$ cat src/atpg_pkg.sv
// Package: register map, selector codes and reset values of the output test pattern generator
package atpg_pkg;
   // Register indices; each register takes one aligned APB word at byte address index*4
   localparam logic [11:0] IDX_CTRL       = 12'h550;
   localparam logic [11:0] IDX_UPAT1_LO   = 12'h551;
   localparam logic [11:0] IDX_UPAT1_HI   = 12'h552;
   localparam logic [11:0] IDX_UPAT2_LO   = 12'h553;
   localparam logic [11:0] IDX_UPAT2_HI   = 12'h554;
   localparam logic [11:0] IDX_UPAT3_LO   = 12'h555;
   localparam logic [11:0] IDX_UPAT3_HI   = 12'h556;
   localparam logic [11:0] IDX_UPAT4_LO   = 12'h557;
   localparam logic [11:0] IDX_UPAT4_HI   = 12'h558;
   localparam logic [11:0] IDX_STATUS     = 12'h559;
   localparam int          ADDR_W         = 14;

   // Control register fields
   localparam int          CTRL_ORDER_BIT = 7;
   localparam int          CTRL_LRST_BIT  = 5;
   localparam int          CTRL_SRST_BIT  = 4;
   localparam logic [7:0]  CTRL_RESET     = 8'h00;
   localparam logic [7:0]  CTRL_WMASK     = 8'hBF;
   localparam logic [7:0]  UPAT_RESET     = 8'h00;

   // Selector codes
   localparam logic [3:0]  SEL_NORMAL     = 4'h0;
   localparam logic [3:0]  SEL_MIDSCALE   = 4'h1;
   localparam logic [3:0]  SEL_POS_FS     = 4'h2;
   localparam logic [3:0]  SEL_NEG_FS     = 4'h3;
   localparam logic [3:0]  SEL_CHECKER    = 4'h4;
   localparam logic [3:0]  SEL_PN_LONG    = 4'h5;
   localparam logic [3:0]  SEL_PN_SHORT   = 4'h6;
   localparam logic [3:0]  SEL_TOGGLE     = 4'h7;
   localparam logic [3:0]  SEL_USER       = 4'h8;
   localparam logic [3:0]  SEL_RAMP       = 4'hF;

   // Generator seeds (reset values of the shift registers)
   localparam logic [22:0] PN_LONG_SEED   = 23'h7FFFFF;
   localparam logic [8:0]  PN_SHORT_SEED  = 9'h1FF;

   // User sequencer states
   typedef enum logic [2:0] {
      ATPG_SEQ_RUN  = 3'b001,
      ATPG_SEQ_DONE = 3'b010,
      ATPG_SEQ_IDLE = 3'b100
   } atpg_seq_e;
endpackage

$ cat src/atpg_fifo.sv
// Module: synchronous valid/ready FIFO with parameterised width and depth
module atpg_fifo #(
   parameter int WIDTH = 16,
   parameter int DEPTH = 16
) (
   input  wire logic             mclk,      // Clock
   input  wire logic             rstn,      // Async reset, active low
   input  wire logic [WIDTH-1:0] in_data,   // Write data
   input  wire logic             in_valid,  // Write request
   output logic                  in_ready,  // Not full
   output logic      [WIDTH-1:0] out_data,  // Head word
   output logic                  out_valid, // Not empty
   input  wire logic             out_ready  // Consumer takes head
);
   localparam int AW = $clog2(DEPTH);

   logic [WIDTH-1:0] mem [DEPTH];
   logic [AW-1:0]    wr_ptr_r;
   logic [AW-1:0]    rd_ptr_r;
   logic [AW:0]      count_r;
   logic [AW:0]      count_nxt;
   logic             push;
   logic             pop;

   // Flags are registered from the next count, so both sides see flop outputs
   assign count_nxt = count_r + (AW+1)'(push) - (AW+1)'(pop);
   assign out_data  = mem[rd_ptr_r];
   assign push      = in_valid && in_ready;
   assign pop       = out_valid && out_ready;

   always_ff @(posedge mclk) begin
      if (push) begin
         mem[wr_ptr_r] <= in_data;
      end
   end

   always_ff @(posedge mclk or negedge rstn) begin
      if (!rstn) begin
         wr_ptr_r <= '0;
         rd_ptr_r <= '0;
         count_r  <= '0;
         in_ready  <= 1'b1;
         out_valid <= 1'b0;
      end else begin
         in_ready  <= (count_nxt != (AW+1)'(DEPTH));
         out_valid <= (count_nxt != '0);
         if (push) begin
            wr_ptr_r <= (wr_ptr_r == AW'(DEPTH-1)) ? '0 : wr_ptr_r + 1'b1;
         end
         if (pop) begin
            rd_ptr_r <= (rd_ptr_r == AW'(DEPTH-1)) ? '0 : rd_ptr_r + 1'b1;
         end
         count_r <= count_nxt;
      end
   end
endmodule // atpg_fifo

$ cat src/atpg_top.sv
// Module: converter output test pattern generator with APB register slave

module atpg_top #(
   parameter int DW    = 16,
   parameter int DEPTH = 16
) (
   input  wire logic          mclk,       // Sample clock, 200 MHz
   input  wire logic          rstn,       // Async reset, active low
   input  wire logic [13:0]   paddr,      // APB byte address
   input  wire logic          psel,       // APB select
   input  wire logic          penable,    // APB access phase
   input  wire logic          pwrite,     // APB direction
   input  wire logic [31:0]   pwdata,     // APB write data
   input  wire logic [3:0]    pstrb,      // APB byte strobes
   output logic      [31:0]   prdata,     // APB read data
   output logic               pready,     // APB ready
   output logic               pslverr,    // APB error, unmapped address
   input  wire logic [DW-1:0] adc_data,   // Converter sample, same clock
   input  wire logic          adc_valid,  // Converter sample valid
   output logic               adc_ready,  // Path accepts a sample
   output logic      [DW-1:0] out_data,   // Output sample to framer
   output logic               out_valid,  // Output sample valid
   input  wire logic          out_ready   // Framer takes sample
);
   logic [7:0]    ctrl_r;
   logic [7:0]    upat_r [8];
   logic [22:0]   pn_long_r;
   logic [8:0]    pn_short_r;
   logic [DW-1:0] ramp_r;
   logic          phase_r;
   logic [1:0]    uidx_r;
   atpg_pkg::atpg_seq_e seq_r;
   logic [3:0]    sel;
   logic [DW-1:0] gen_word;
   logic [DW-1:0] fifo_out_data;
   logic          fifo_out_valid;
   logic          fifo_in_ready;
   logic          step;
   logic          apb_setup;
   logic          apb_wr;
   logic          mapped;
   logic [11:0]   idx;
   logic [31:0]   rdata;

   function automatic logic [DW-1:0] upat_word(input logic [1:0] n);
      upat_word = DW'({upat_r[{n, 1'b1}], upat_r[{n, 1'b0}]});
   endfunction

   function automatic logic hit(input logic [11:0] a, input logic [11:0] b);
      hit = (a == b);
   endfunction

   assign sel       = ctrl_r[3:0];
   assign idx       = paddr[13:2];
   assign mapped    = (idx >= atpg_pkg::IDX_CTRL) && (idx <= atpg_pkg::IDX_STATUS);
   assign apb_setup = psel && !penable;
   assign apb_wr    = psel && penable && pready && pwrite && mapped;
   // Generators advance only when a word moves, so back-pressure never skips a pattern
   assign step      = fifo_in_ready && ((sel != atpg_pkg::SEL_NORMAL) || adc_valid);

   // APB: no wait state; answer raised in the first access cycle
   always_ff @(posedge mclk or negedge rstn) begin
      if (!rstn) begin
         pready  <= 1'b0;
         pslverr <= 1'b0;
         prdata  <= '0;
      end else begin
         pready  <= apb_setup;
         pslverr <= apb_setup && !mapped;
         prdata  <= (apb_setup && !pwrite) ? rdata : '0;
      end
   end

   always_comb begin
      rdata = '0;
      if (hit(idx, atpg_pkg::IDX_CTRL)) begin
         rdata[7:0] = ctrl_r & atpg_pkg::CTRL_WMASK;
      end else if (hit(idx, atpg_pkg::IDX_STATUS)) begin
         rdata[2:0] = seq_r;
         rdata[4:3] = uidx_r;
         rdata[5]   = fifo_out_valid;
         rdata[6]   = fifo_in_ready;
      end else if (mapped) begin
         rdata[7:0] = upat_r[3'(idx - atpg_pkg::IDX_UPAT1_LO)];
      end
   end

   // Control register; bit 6 reserved and reads zero
   always_ff @(posedge mclk or negedge rstn) begin
      if (!rstn) begin
         ctrl_r <= atpg_pkg::CTRL_RESET;
      end else if (apb_wr && pstrb[0] && hit(idx, atpg_pkg::IDX_CTRL)) begin
         ctrl_r <= pwdata[7:0] & atpg_pkg::CTRL_WMASK;
      end
   end

   // User pattern bytes, low then high for patterns 1 to 4
   always_ff @(posedge mclk or negedge rstn) begin
      if (!rstn) begin
         for (int i = 0; i < 8; i++) begin
            upat_r[i] <= atpg_pkg::UPAT_RESET;
         end
      end else if (apb_wr && pstrb[0] && !hit(idx, atpg_pkg::IDX_CTRL)
                   && !hit(idx, atpg_pkg::IDX_STATUS)) begin
         upat_r[3'(idx - atpg_pkg::IDX_UPAT1_LO)] <= pwdata[7:0];
      end
   end

   // Long pseudorandom: x^23 + x^18 + 1
   always_ff @(posedge mclk or negedge rstn) begin
      if (!rstn) begin
         pn_long_r <= atpg_pkg::PN_LONG_SEED;
      end else if (ctrl_r[atpg_pkg::CTRL_LRST_BIT]) begin
         pn_long_r <= atpg_pkg::PN_LONG_SEED;
      end else if (step && sel == atpg_pkg::SEL_PN_LONG) begin
         pn_long_r <= {pn_long_r[21:0], pn_long_r[22] ^ pn_long_r[17]};
      end
   end

   // Short pseudorandom: x^9 + x^5 + 1
   always_ff @(posedge mclk or negedge rstn) begin
      if (!rstn) begin
         pn_short_r <= atpg_pkg::PN_SHORT_SEED;
      end else if (ctrl_r[atpg_pkg::CTRL_SRST_BIT]) begin
         pn_short_r <= atpg_pkg::PN_SHORT_SEED;
      end else if (step && sel == atpg_pkg::SEL_PN_SHORT) begin
         pn_short_r <= {pn_short_r[7:0], pn_short_r[8] ^ pn_short_r[4]};
      end
   end

   // Ramp and alternating phase for checkerboard and word toggle
   always_ff @(posedge mclk or negedge rstn) begin
      if (!rstn) begin
         ramp_r  <= '0;
         phase_r <= 1'b0;
      end else if (step) begin
         ramp_r  <= (sel == atpg_pkg::SEL_RAMP) ? ramp_r + 1'b1 : ramp_r;
         phase_r <= !phase_r;
      end
   end

   // User sequencer; leaving user mode rearms it at pattern 1
   always_ff @(posedge mclk or negedge rstn) begin
      if (!rstn) begin
         seq_r  <= atpg_pkg::ATPG_SEQ_IDLE;
         uidx_r <= '0;
      end else if (sel != atpg_pkg::SEL_USER) begin
         seq_r  <= atpg_pkg::ATPG_SEQ_IDLE;
         uidx_r <= '0;
      end else if (step) begin
         case (seq_r)
            atpg_pkg::ATPG_SEQ_IDLE: begin
               seq_r  <= atpg_pkg::ATPG_SEQ_RUN;
               uidx_r <= 2'h1;
            end
            atpg_pkg::ATPG_SEQ_RUN: begin
               uidx_r <= uidx_r + 1'b1;
               if (uidx_r == 2'h3 && ctrl_r[atpg_pkg::CTRL_ORDER_BIT]) begin
                  seq_r <= atpg_pkg::ATPG_SEQ_DONE;
               end
            end
            atpg_pkg::ATPG_SEQ_DONE: begin
               seq_r <= atpg_pkg::ATPG_SEQ_DONE;
            end
            default: begin
               seq_r  <= atpg_pkg::ATPG_SEQ_IDLE;
               uidx_r <= '0;
            end
         endcase
      end
   end

   // Word selection, two's complement output
   always_comb begin
      gen_word = '0;
      case (sel)
         atpg_pkg::SEL_NORMAL:   gen_word = adc_data;
         atpg_pkg::SEL_MIDSCALE: gen_word = '0;
         atpg_pkg::SEL_POS_FS:   gen_word = {1'b0, {(DW-1){1'b1}}};
         atpg_pkg::SEL_NEG_FS:   gen_word = {1'b1, {(DW-1){1'b0}}};
         atpg_pkg::SEL_CHECKER:  gen_word = phase_r ? {(DW/2){2'b10}} : {(DW/2){2'b01}};
         atpg_pkg::SEL_PN_LONG:  gen_word = DW'(pn_long_r);
         atpg_pkg::SEL_PN_SHORT: gen_word = DW'(pn_short_r);
         atpg_pkg::SEL_TOGGLE:   gen_word = phase_r ? '1 : '0;
         atpg_pkg::SEL_RAMP:     gen_word = ramp_r;
         atpg_pkg::SEL_USER: begin
            if (seq_r == atpg_pkg::ATPG_SEQ_DONE) begin
               gen_word = '0;
            end else if (seq_r == atpg_pkg::ATPG_SEQ_IDLE) begin
               gen_word = upat_word(2'h0);
            end else begin
               gen_word = upat_word(uidx_r);
            end
         end
         default:                gen_word = '0;
      endcase
   end

   assign adc_ready = fifo_in_ready;

   atpg_fifo #(
      .WIDTH (DW),
      .DEPTH (DEPTH)
   ) u_fifo (
      .mclk      (mclk),
      .rstn      (rstn),
      .in_data   (gen_word),
      .in_valid  (step),
      .in_ready  (fifo_in_ready),
      .out_data  (fifo_out_data),
      .out_valid (fifo_out_valid),
      .out_ready (!out_valid || out_ready)
   );

   // Output stage register; refills only when empty or being taken
   always_ff @(posedge mclk or negedge rstn) begin
      if (!rstn) begin
         out_data  <= '0;
         out_valid <= 1'b0;
      end else if (!out_valid || out_ready) begin
         out_data  <= fifo_out_data;
         out_valid <= fifo_out_valid;
      end
   end
endmodule // atpg_top

$ cat config.mk
export PLATFORM = sky130hd
export DESIGN_NAME = atpg_top
export DESIGN_NICKNAME = d
export VERILOG_FILES = /design/src/atpg_pkg.sv /design/src/atpg_fifo.sv /design/src/atpg_top.sv
export SDC_FILE = /design/constraint.sdc
export NUM_CORES = 1
export LEC_CHECK = 0
export BUFFER_PORTS_ARGS = -buffer_cell sky130_fd_sc_hd__buf_2
export CELL_PAD_IN_SITES_DETAIL_PLACEMENT = 0
export CELL_PAD_IN_SITES_GLOBAL_PLACEMENT = 1
export CORE_MARGIN = 4
export CORE_UTILIZATION = 51
export CTS_CLUSTER_DIAMETER = 60
export DETAILED_ROUTE_END_ITERATION = 6
export PLACE_DENSITY_LB_ADDON = 0.1
export SKIP_CTS_REPAIR_TIMING = 1
export SLEW_MARGIN = 10
export SYNTH_ARGS = -nofsm -noshare
export SYNTH_HDL_FRONTEND = slang
export SYNTH_SLANG_ARGS = --single-unit
$ cat constraint.sdc
create_clock -name mclk -period 3.8 [get_ports mclk]
set_clock_uncertainty 0.1 [all_clocks]
set_input_delay 0.19 -clock mclk [delete_from_list [all_inputs] [get_ports mclk]]
set_output_delay 0.19 -clock mclk [all_outputs]
set_load 0.02 [all_outputs]
==> results of run 1 <==
==> power groups by stage <==
stage	sequential [mW]	clock, mW	combinational (mW)
after floorplan	5.66	0	2.11
after global placement	5.84	0	2.72
after detailed placement	5.86	0	2.75
after CTS	5.77	4.59	2.76
after global routing	5.83	4.80	2.98
final	5.75	4.50	2.73
==> cell usage in the layout (no fill, tap or decap), drive strengths merged, types with 29 or more instances in the layout <==
cell type / n
edfxtp: 256
dfrtp: 133
buf: 124
mux2: 87
nand2: 83
mux4: 72
nor2: 72
clkbuf: 66
a21oi: 54
mux2i: 38
dfstp: 34
inv: 29
==> worst max path at each step <==
stage,endpoint,slack (ps),cells past startpoint
2_1_floorplan,u_fifo.out_valid$_DFF_PN0_,1040,13
3_3_place_gp,u_fifo.out_valid$_DFF_PN0_,850,11
3_5_place_dp,u_fifo.out_valid$_DFF_PN0_,840,9
4_1_cts,u_fifo.out_valid$_DFF_PN0_,810,9
5_1_grt,u_fifo.out_valid$_DFF_PN0_,630,11
6_report,u_fifo.out_valid$_DFF_PN0_,840,11
==> metal layers <==
metal / global-route usage, % / vias to the layer above
met5: 0 / -
met4: 6.25 / 0
met1: 31.1 / 5678
li1: - / 5015
met3: 3.06 / 54
met2: 35.9 / 312
==> sequential cells by signal (all words and copies together) (netlist names) <==
name and count:
out_data 16, pn_long_r 23, ctrl_r 7, ramp_r 16, uidx_r 2, pn_short_r 9, u_fifo.count_r 5, prdata 8
phase_r 1, u_fifo.rd_ptr_r 4, u_fifo.in_ready 1, pslverr 1, pready 1, seq_r 3, u_fifo.mem 256, u_fifo.out_valid 1
upat_r 64, u_fifo.wr_ptr_r 4, out_valid 1
==> area by class of cell <==
class,instances,area [sq um],area share (%)
sequential,423,11900,55.5
multi-input combinational,743,6390,29.8
clock buffer,66,1310,6.08
timing repair buffer,139,947,4.41
tap,468,586,2.73
clock inverter,19,228,1.06
inverter,27,101,0.472
==> stage by stage <==
stage | setup slack [ps] | cell area [sq um] | hold WS (ps) | power (mW) | utilization (%)
after global routing | 635 | 21500 | 50.8 | 13.6 | 58.8
after detailed placement | 835 | 19800 | 212 | 8.61 | 54.2
final | 843 | 21500 | 23.1 | 13.0 | 58.8
after floorplan | 1040 | 18900 | -206 | 7.78 | -
after CTS | 808 | 21300 | -405 | 13.1 | 58.4
after global placement | 852 | 19800 | 205 | 8.57 | 54.2
==> critical path, delay by kind of cell, from the launching register on <==
kind,cells,cell delay (ps)
xor+xnor,1,110
buf+inv,3,310
flops,1,580
fa+ha+maj,2,440
simple gates,2,660
compound gates,3,610
==> cell families (layout without fill, tap and decap cells) <==
group	after synthesis	in the layout
AOI/OAI and AO/OA	176	176
DFF	423	423
adders and majority gates	16	16
buffers and inverters	120	251
other	1	24
and+or+nand+nor	304	304
xor gates and xnor gates	26	26
muxes	197	197
==> impl_metrics.ini, run 1 <==
[status]
outcome = complete, no violations

[global_routing]
antenna_found_initial = 0
first_global_vias = 11211
overflow = 0
grt.total_usage_pct = 21.9
grt_first_pass_wirelength_mm = 68.2
grt_max_degree = 78

[floorplanning]
die-area_sq_um = 40000
die_w_um = 200
ios = 125
core_area_sq_um = 36500
die_h_um = 200
rows = 70
start_util_pct = 51.5

[logic_synthesis]
synthArstFlopShare_pct = 39.5
synth.most_common_cell = edfxtp_1
synth_area_leaders = edfxtp_1 (41%), dfrtp_1 (18%), mux4_2 (8.6%)
synth_enable_flop_cells = 256
synth_ff_type = edfxtp_1
synth_seq_area_share_pct = 63.3
ys_types = 71
synth-xor-area-share_pct = 1.21
ys_warn_count = 0
yosysTopAreaCell = edfxtp_1
synth_area_sq_um = 18800
synth-adder-area-share_pct = 1.10
synth.ff_latch_count = 423
synth_compound_area_share_pct = 6.46
synth_top_family_by_area = multiplexers
synthTopCellsByCount = edfxtp_1 (256), dfrtp_1 (133), nand2_1 (81)
synth_top_cell_area_share_pct = 40.8
avgSynthCellArea_sq_um = 14.9
yosys.area_share.simple_pct = 8.55
muxShareOfSynthArea_pct = 16.1
synth_cells = 1263

[clock_network]
cts_buffers = 46
cts_tree = yes
clkSinkCount = 423
clk_latency_ps = 570
cts_root_buf = clkbuf_16
cts_htree_levels = 2
cts.path.max_buffers = 3
cts.reportedPaths.clkPinSlew_ps = 60

[hold_path]
whs_path_depth = 3
whs_endpoint = pslverr$_DFF_PN0_
min_from = paddr[4]
worstHoldPathType = in -> reg

[sta]
rsz0062_at_grt = no
finalCriticalPeriod_ps = 2960
fin_crit_sh_pct = 77.8
worst_pin_slew_ps = 1090
setup_viol = 0
slew_headroom_pct = 27.5
max_clock_freq_mhz = 338
hold_viol = 0
setup_tns_ps = 0
drv_slew = 0

[finish]
syn_to_final_growth_pct = 14.1
num_antenna_cells = 0
n_fill_cell = 2865
nets = 1469
stdcell_count = 1885
drive_gt1_share_pct = 29.4

[power]
swShare_pct = 27.8
p_switching_mw = 3.61
clkPwrFrac_pct = 34.7
vdd_drop_max_v = 0.000353
internal-power_mw = 9.37
pwr-share-comb_pct = 21.0
p_leak_nw = 8.28
p_seq_share_pct = 44.3
p_per_area_nw_per_um2 = 604

[setup_path]
crit_type = reg -> reg
critPathCaptureType = flop
cpMaxStageDelayCell = dfrtp_1
r2r_slack_ps = 840
crit_top_cell = inv_1
cp.required_ps = 4130
crit_chain = or4_4, o21ai_4, inv_2, ha_1, inv_1, fa_1, inv_1, a21o_1, a21oi_1, xnor2_1, nand2b_1
slowest_delay_ps = 580
r2r_start = ctrl_r[0]$_DFFE_PN0P_
crit_fanout = 18
worstSetupStartpointType = flop
crit_start = ctrl_r[0]$_DFFE_PN0P_
r2r_cells = 11
reg2reg_to = u_fifo.out_valid$_DFF_PN0_
cp.arrival_ps = 3290

[placed_design]
dp.cells = 1785
dpl.hpwl_mm = 28.9
gp_congestion = 0.827
io_buffers = 71

[drt]
wl_met2_mm = 21.7
drtPass1Iterations = 5
drt_iter0_markers = 743
vias = 11059
vias_per_cell = 5.87
ant_nets = 0
wl_met1_mm = 19.1
top_layer = met4
wl_per_cell_um = 23.3
wl_met3_mm = 2.12
drc = 0
wirelength_mm = 43.9

[flow_run]
maxCapViolCount = 0
No activity file was read; power rests on OpenSTA's default activity.
==> inputs of run 2 (changes only) <==
- CORE_UTILIZATION: 51 -> 46
- clock period: 3.8 -> 2.66 ns (I/O delays scaled with it)
==> run 2 against run 1 <==
  * Non-clock buffer count increased by 41
  * Critical path type is now in -> reg
  * Wire length increased by 7.8%
  * Die area increased by 10%
  * The run now ends with negative hold slack left
  * Cell count increased by 5.6%
==> impl_metrics.ini, run 2 (same netlist as run 1, synthesis figures left out) <==
[setup_path]
worstSetupStartpointType = input pin
r2r_slack_ps = 200
crit_chain = dlygate4sd3_1, buf_2, inv_1, ha_1, xnor2_1, nand4_2, or3_1, mux2_4
crit_buf_inv = 3
crit_type = in -> reg
slowest_delay_ps = 650
cp.required_ps = 3030
critPathCaptureType = flop
r2r_cells = 7
crit_fanout = 8
r2r_start = ctrl_r[0]$_DFFE_PN0P_
reg2reg_to = u_fifo.mem[1][1]$_DFFE_PP_
cpMaxStageDelayCell = or3_1
crit_family = simple AND/OR/NAND/NOR gates
cp.arrival_ps = 2870

[floorplanning]
die_h_um = 210
rows = 73
core_area_sq_um = 40100
die-area_sq_um = 44200
start_util_pct = 46.9
ios = 125
die_w_um = 210

[sta]
drv_slew = 0
postLayoutSetupSlackWorst_ps = 161
setup_viol = 0
fin_crit_sh_pct = 93.9
max_clock_freq_mhz = 400
hold_viol = 12
fin_hold_ws_ps = -21.7
finalCriticalPeriod_ps = 2500
worst_pin_slew_ps = 1040
rsz0062_at_grt = no
slew_headroom_pct = 30.3
setup_tns_ps = 0

[status]
outcome = finished with violations
violations = negative hold slack

[finish]
fin_util_pct = 55.2
regMostFlops = u_fifo.mem
layout_common_cells = edfxtp_1 (256), dfrtp_1 (130), nand2_1 (81), buf_4 (79), mux2_2 (76)
num_antenna_cells = 0
nets = 1513
syn_to_final_growth_pct = 17.5
largest_reg_flops = 256
stdcell_count = 1990
largestRegisters = u_fifo.mem: 256 flops, upat_r: 64 flops, pn_long_r: 23 flops
drive_gt1_share_pct = 31.9
final_common_cell = edfxtp_1

[clock_network]
cts_root_buf = clkbuf_16
clk_latency_ps = 600
cts_tree = yes
cts.reportedPaths.clkPinSlew_ps = 60
cts.path.max_buffers = 3
cts_buffers = 49
clkSinkCount = 423
cts_htree_levels = 2

[global_routing]
grt_first_pass_wirelength_mm = 72.0
antenna_found_initial = 0
grt_max_degree = 57
overflow = 0
grt.total_usage_pct = 21.4
first_global_vias = 11480

[drt]
vias_per_cell = 5.68
vias = 11295
drc = 0
wl_per_cell_um = 23.8
drt_iter0_markers = 900
ant_nets = 0
wirelength_mm = 47.3
drtPass1Iterations = 5

[placed_design]
dp.cells = 1881
place_ws_ps = 116
gp_congestion = 0.818
dpl.hpwl_mm = 30.6
io_buffers = 71

[flow_run]
maxCapViolCount = 0

[power]
p_total_mw = 19.2
p_leak_nw = 8.57
vdd_drop_max_v = 0.000521
p_per_area_nw_per_um2 = 870

[hold_path]
worstHoldPathType = in -> async
run 2: cell types whose count changed in the layout (fill, tap and decap cells not counted), moves of 3 or more:
cell       change
inv_6          +3
clkinv_2       +4
buf_12        +10
clkbuf_1       -4
buf_4         +29
clkbuf_16      +3
clkbuf_8       -4
clkinv_1       +3
run 2: how the worst max path moves through the flow:
stage / from / end / slack [ps] / cells past startpoint
floorplan: ctrl_r[2]$_DFFE_PN0P_ / u_fifo.out_valid$_DFF_PN0_ / 10 / 13
global route: paddr[2] / upat_r[61]$_DFFE_PN0P_ / 30 / 8
finish: paddr[2] / upat_r[57]$_DFFE_PN0P_ / 160 / 8
global placement: out_valid$_DFFE_PN0N_ / u_fifo.out_valid$_DFF_PN0_ / 140 / 11
detailed placement: paddr[2] / upat_r[62]$_DFFE_PN0P_ / 120 / 7
CTS: out_valid$_DFFE_PN0N_ / u_fifo.out_valid$_DFF_PN0_ / 150 / 11
run 2: cell type report:
cell class / count / area [sq um]
Sequential cell: 423 / 11900
Tap cell: 525 / 657
Timing Repair Buffer: 180 / 1390
Clock buffer: 61 / 1310
Clock inverter: 31 / 343
Inverter: 27 / 101
Multi-Input combinational cell: 743 / 6410
Fill cell: 3256 / 18000
run 2: power breakdown:
group / total [mW] / leakage [nW] / internal, mW / switching, mW
logic: 4.38 / 3.33 / 2.11 / 2.26
registers: 8.06 / 4.43 / 7.63 / 0.428
clock network: 6.80 / 0.800 / 4.02 / 2.78
run 2: metal layers:
metal / GRT usage [%] / vias to the layer above / wire [um]
met4: 6.84 / 0 / 1300
met5: 0 / - / 0
met2: 34.5 / 304 / 22700
met1: 30.7 / 5801 / 21100
met3: 3.02 / 76 / 2220
li1: - / 5114 / -
run 2: per-stage QoR:
stage | hold WS [ps] | cell area [sq um]
floorplan | -263 | 18900
global placement | 42.9 | 20300
detailed placement | 46.9 | 20300
CTS | -599 | 21900
global route | 8.85 | 22100
finish | -21.7 | 22100
==> inputs of run 3 (changes only) <==
- CAP_MARGIN: unset -> 25
- CORE_ASPECT_RATIO: unset -> 1.1
==> run 3 against run 2 <==
  * The flow now finishes without violations
  * Die area about the same
  * Register-to-register slack worse by 50 ps
  * Setup slack worse by 11 ps
  * Maximum frequency down 0.45%
  * Total power down 4.9%
  * Sequential power about the same
  * Via count down 1.1%
  * Largest power group unchanged
  * Cell area down 1.3%
  * First-iteration DRC count down 32%
  * Critical path type is now reg -> reg
  * Flip-flop and latch count unchanged
  * Clock power down 13%
==> impl_metrics.ini, run 3 (same netlist as run 1, synthesis figures left out) <==
[floorplanning]
core_area_sq_um = 40300
die_w_um = 201
die_h_um = 220
start_util_pct = 46.7
ios = 125
rows = 77
die-area_sq_um = 44200

[finish]
fin_util_pct = 54.2
nets = 1514
largestRegisters = u_fifo.mem: 256 flops, upat_r: 64 flops, pn_long_r: 23 flops
layout_common_cells = edfxtp_1 (256), dfrtp_1 (130), buf_4 (86), nand2_1 (81), mux2_2 (76)
syn_to_final_growth_pct = 16.0
drive_gt1_share_pct = 31.3
num_antenna_cells = 0
n_fill_cell = 3368
regMostFlops = u_fifo.mem
final_common_cell = edfxtp_1
largest_reg_flops = 256

[placed_design]
gp_congestion = 0.840
io_buffers = 71
dpl.hpwl_mm = 31.3

[drt]
drt_iter0_markers = 616
vias = 11171
wirelength_mm = 46.5
vias_per_cell = 5.66
ant_nets = 0
drtPass1Iterations = 7
drc = 0
wl_per_cell_um = 23.5

[power]
vdd_drop_max_v = 0.000431
p_per_area_nw_per_um2 = 838
p_leak_nw = 8.47
p_total_mw = 18.3

[clock_network]
cts_tree = yes
clk_latency_ps = 560
cts_buffers = 45
clkSinkCount = 423
cts.path.max_buffers = 3
cts.reportedPaths.clkPinSlew_ps = 60
cts_htree_levels = 2
cts_root_buf = clkbuf_16

[setup_path]
worstSetupStartpointType = flop
cp.arrival_ps = 2780
crit_top_cell = nor2_1
cp.required_ps = 2930
crit_fanout = 16
r2r_slack_ps = 150
crit_buf_inv = 1
crit_type = reg -> reg
slowest_delay_ps = 730
crit_family = simple AND/OR/NAND/NOR gates
cpMaxStageDelayCell = nor2_1
critPathCaptureType = flop
crit_chain = nand2b_1, nor2_1, nor2_1, o221ai_1, nand3_1, buf_4

[status]
outcome = complete, no violations

[sta]
fin_crit_sh_pct = 94.3
hold_viol = 0
rsz0062_at_grt = no
max_clock_freq_mhz = 398
worst_pin_slew_ps = 946
drv_slew = 0
setup_tns_ps = 0
setup_viol = 0
finalCriticalPeriod_ps = 2510
slew_headroom_pct = 36.7

[global_routing]
first_global_vias = 11697
grt_max_degree = 73
overflow = 0
grt.total_usage_pct = 21.3
antenna_found_initial = 0
grt_first_pass_wirelength_mm = 72.3

[flow_run]
maxCapViolCount = 0

[hold_path]
worstHoldPathType = in -> reg
run 3: path summary, 6_finish.rpt:
| check | cells after the start | startpoint | end |
|---|---|---|---|
| min | 4 | paddr[4] | prdata[3]$_DFF_PN0_ |
| min reg2reg | 1 | ramp_r[15]$_DFFE_PN0P_ | ramp_r[15]$_DFFE_PN0P_ |
| max | 6 | seq_r[2]$_DFFE_PN1P_ | u_fifo.mem[5][8]$_DFFE_PP_ |
| min in group asynchronous | 3 | rstn | upat_r[19]$_DFFE_PN0P_ |
| max reg2reg | 6 | seq_r[2]$_DFFE_PN1P_ | u_fifo.mem[5][8]$_DFFE_PP_ |
| max in group asynchronous | 4 | rstn | upat_r[41]$_DFFE_PN0P_ |
run 3: routing by layer:
layer | vias to the layer above | routed length, um | global-route usage (%) | part of all wire (%)
met5 | - | 0 | 0 | 0
met2 | 244 | 22700 | 35.7 | 49
met4 | 0 | 1380 | 6.54 | 3.0
met3 | 75 | 1840 | 3.34 | 4.0
met1 | 5746 | 20500 | 29.3 | 44
li1 | 5106 | - | - | -
run 3: cell type report:
| class | count | area (sq um) | share of cell area, % |
|---|---|---|---|
| clock buffers | 62 | 1240 | 5.68 |
| clock inverters | 21 | 145 | 0.665 |
| inverters | 27 | 101 | 0.464 |
| multi-input cells | 743 | 6400 | 29.3 |
| flip-flops and latches | 423 | 11900 | 54.6 |
| well taps | 513 | 642 | 2.94 |
| repair buffers | 185 | 1390 | 6.37 |
run 3: tightest hold or removal path, delay by kind of cell:
kind	cells	cell delay (ps)
AOI/OAI and AO/OA	3	280
buffers and inverters	1	230
run 3: power by group:
part / total [mW] / switching, mW / internal (mW)
Clock: 5.90 / 2.53 / 3.37
Sequential: 8.05 / 0.422 / 7.63
Combinational: 4.34 / 2.25 / 2.09
run 3: metrics by stage:
| stage | instance area [sq um] | worst slack [ps] | std cells | hold WS, ps |
|---|---|---|---|---|
| floorplan | 18900 | 12.3 | 1286 | -263 |
| global placement | 20300 | 191 | 1873 | -11.7 |
| detailed placement | 20300 | 173 | 1873 | -5.77 |
| CTS | 21700 | 161 | 1956 | -609 |
| global route | 21800 | 4.55 | 1974 | 23.0 |
| finish | 21800 | 150 | 1974 | 27.8 |
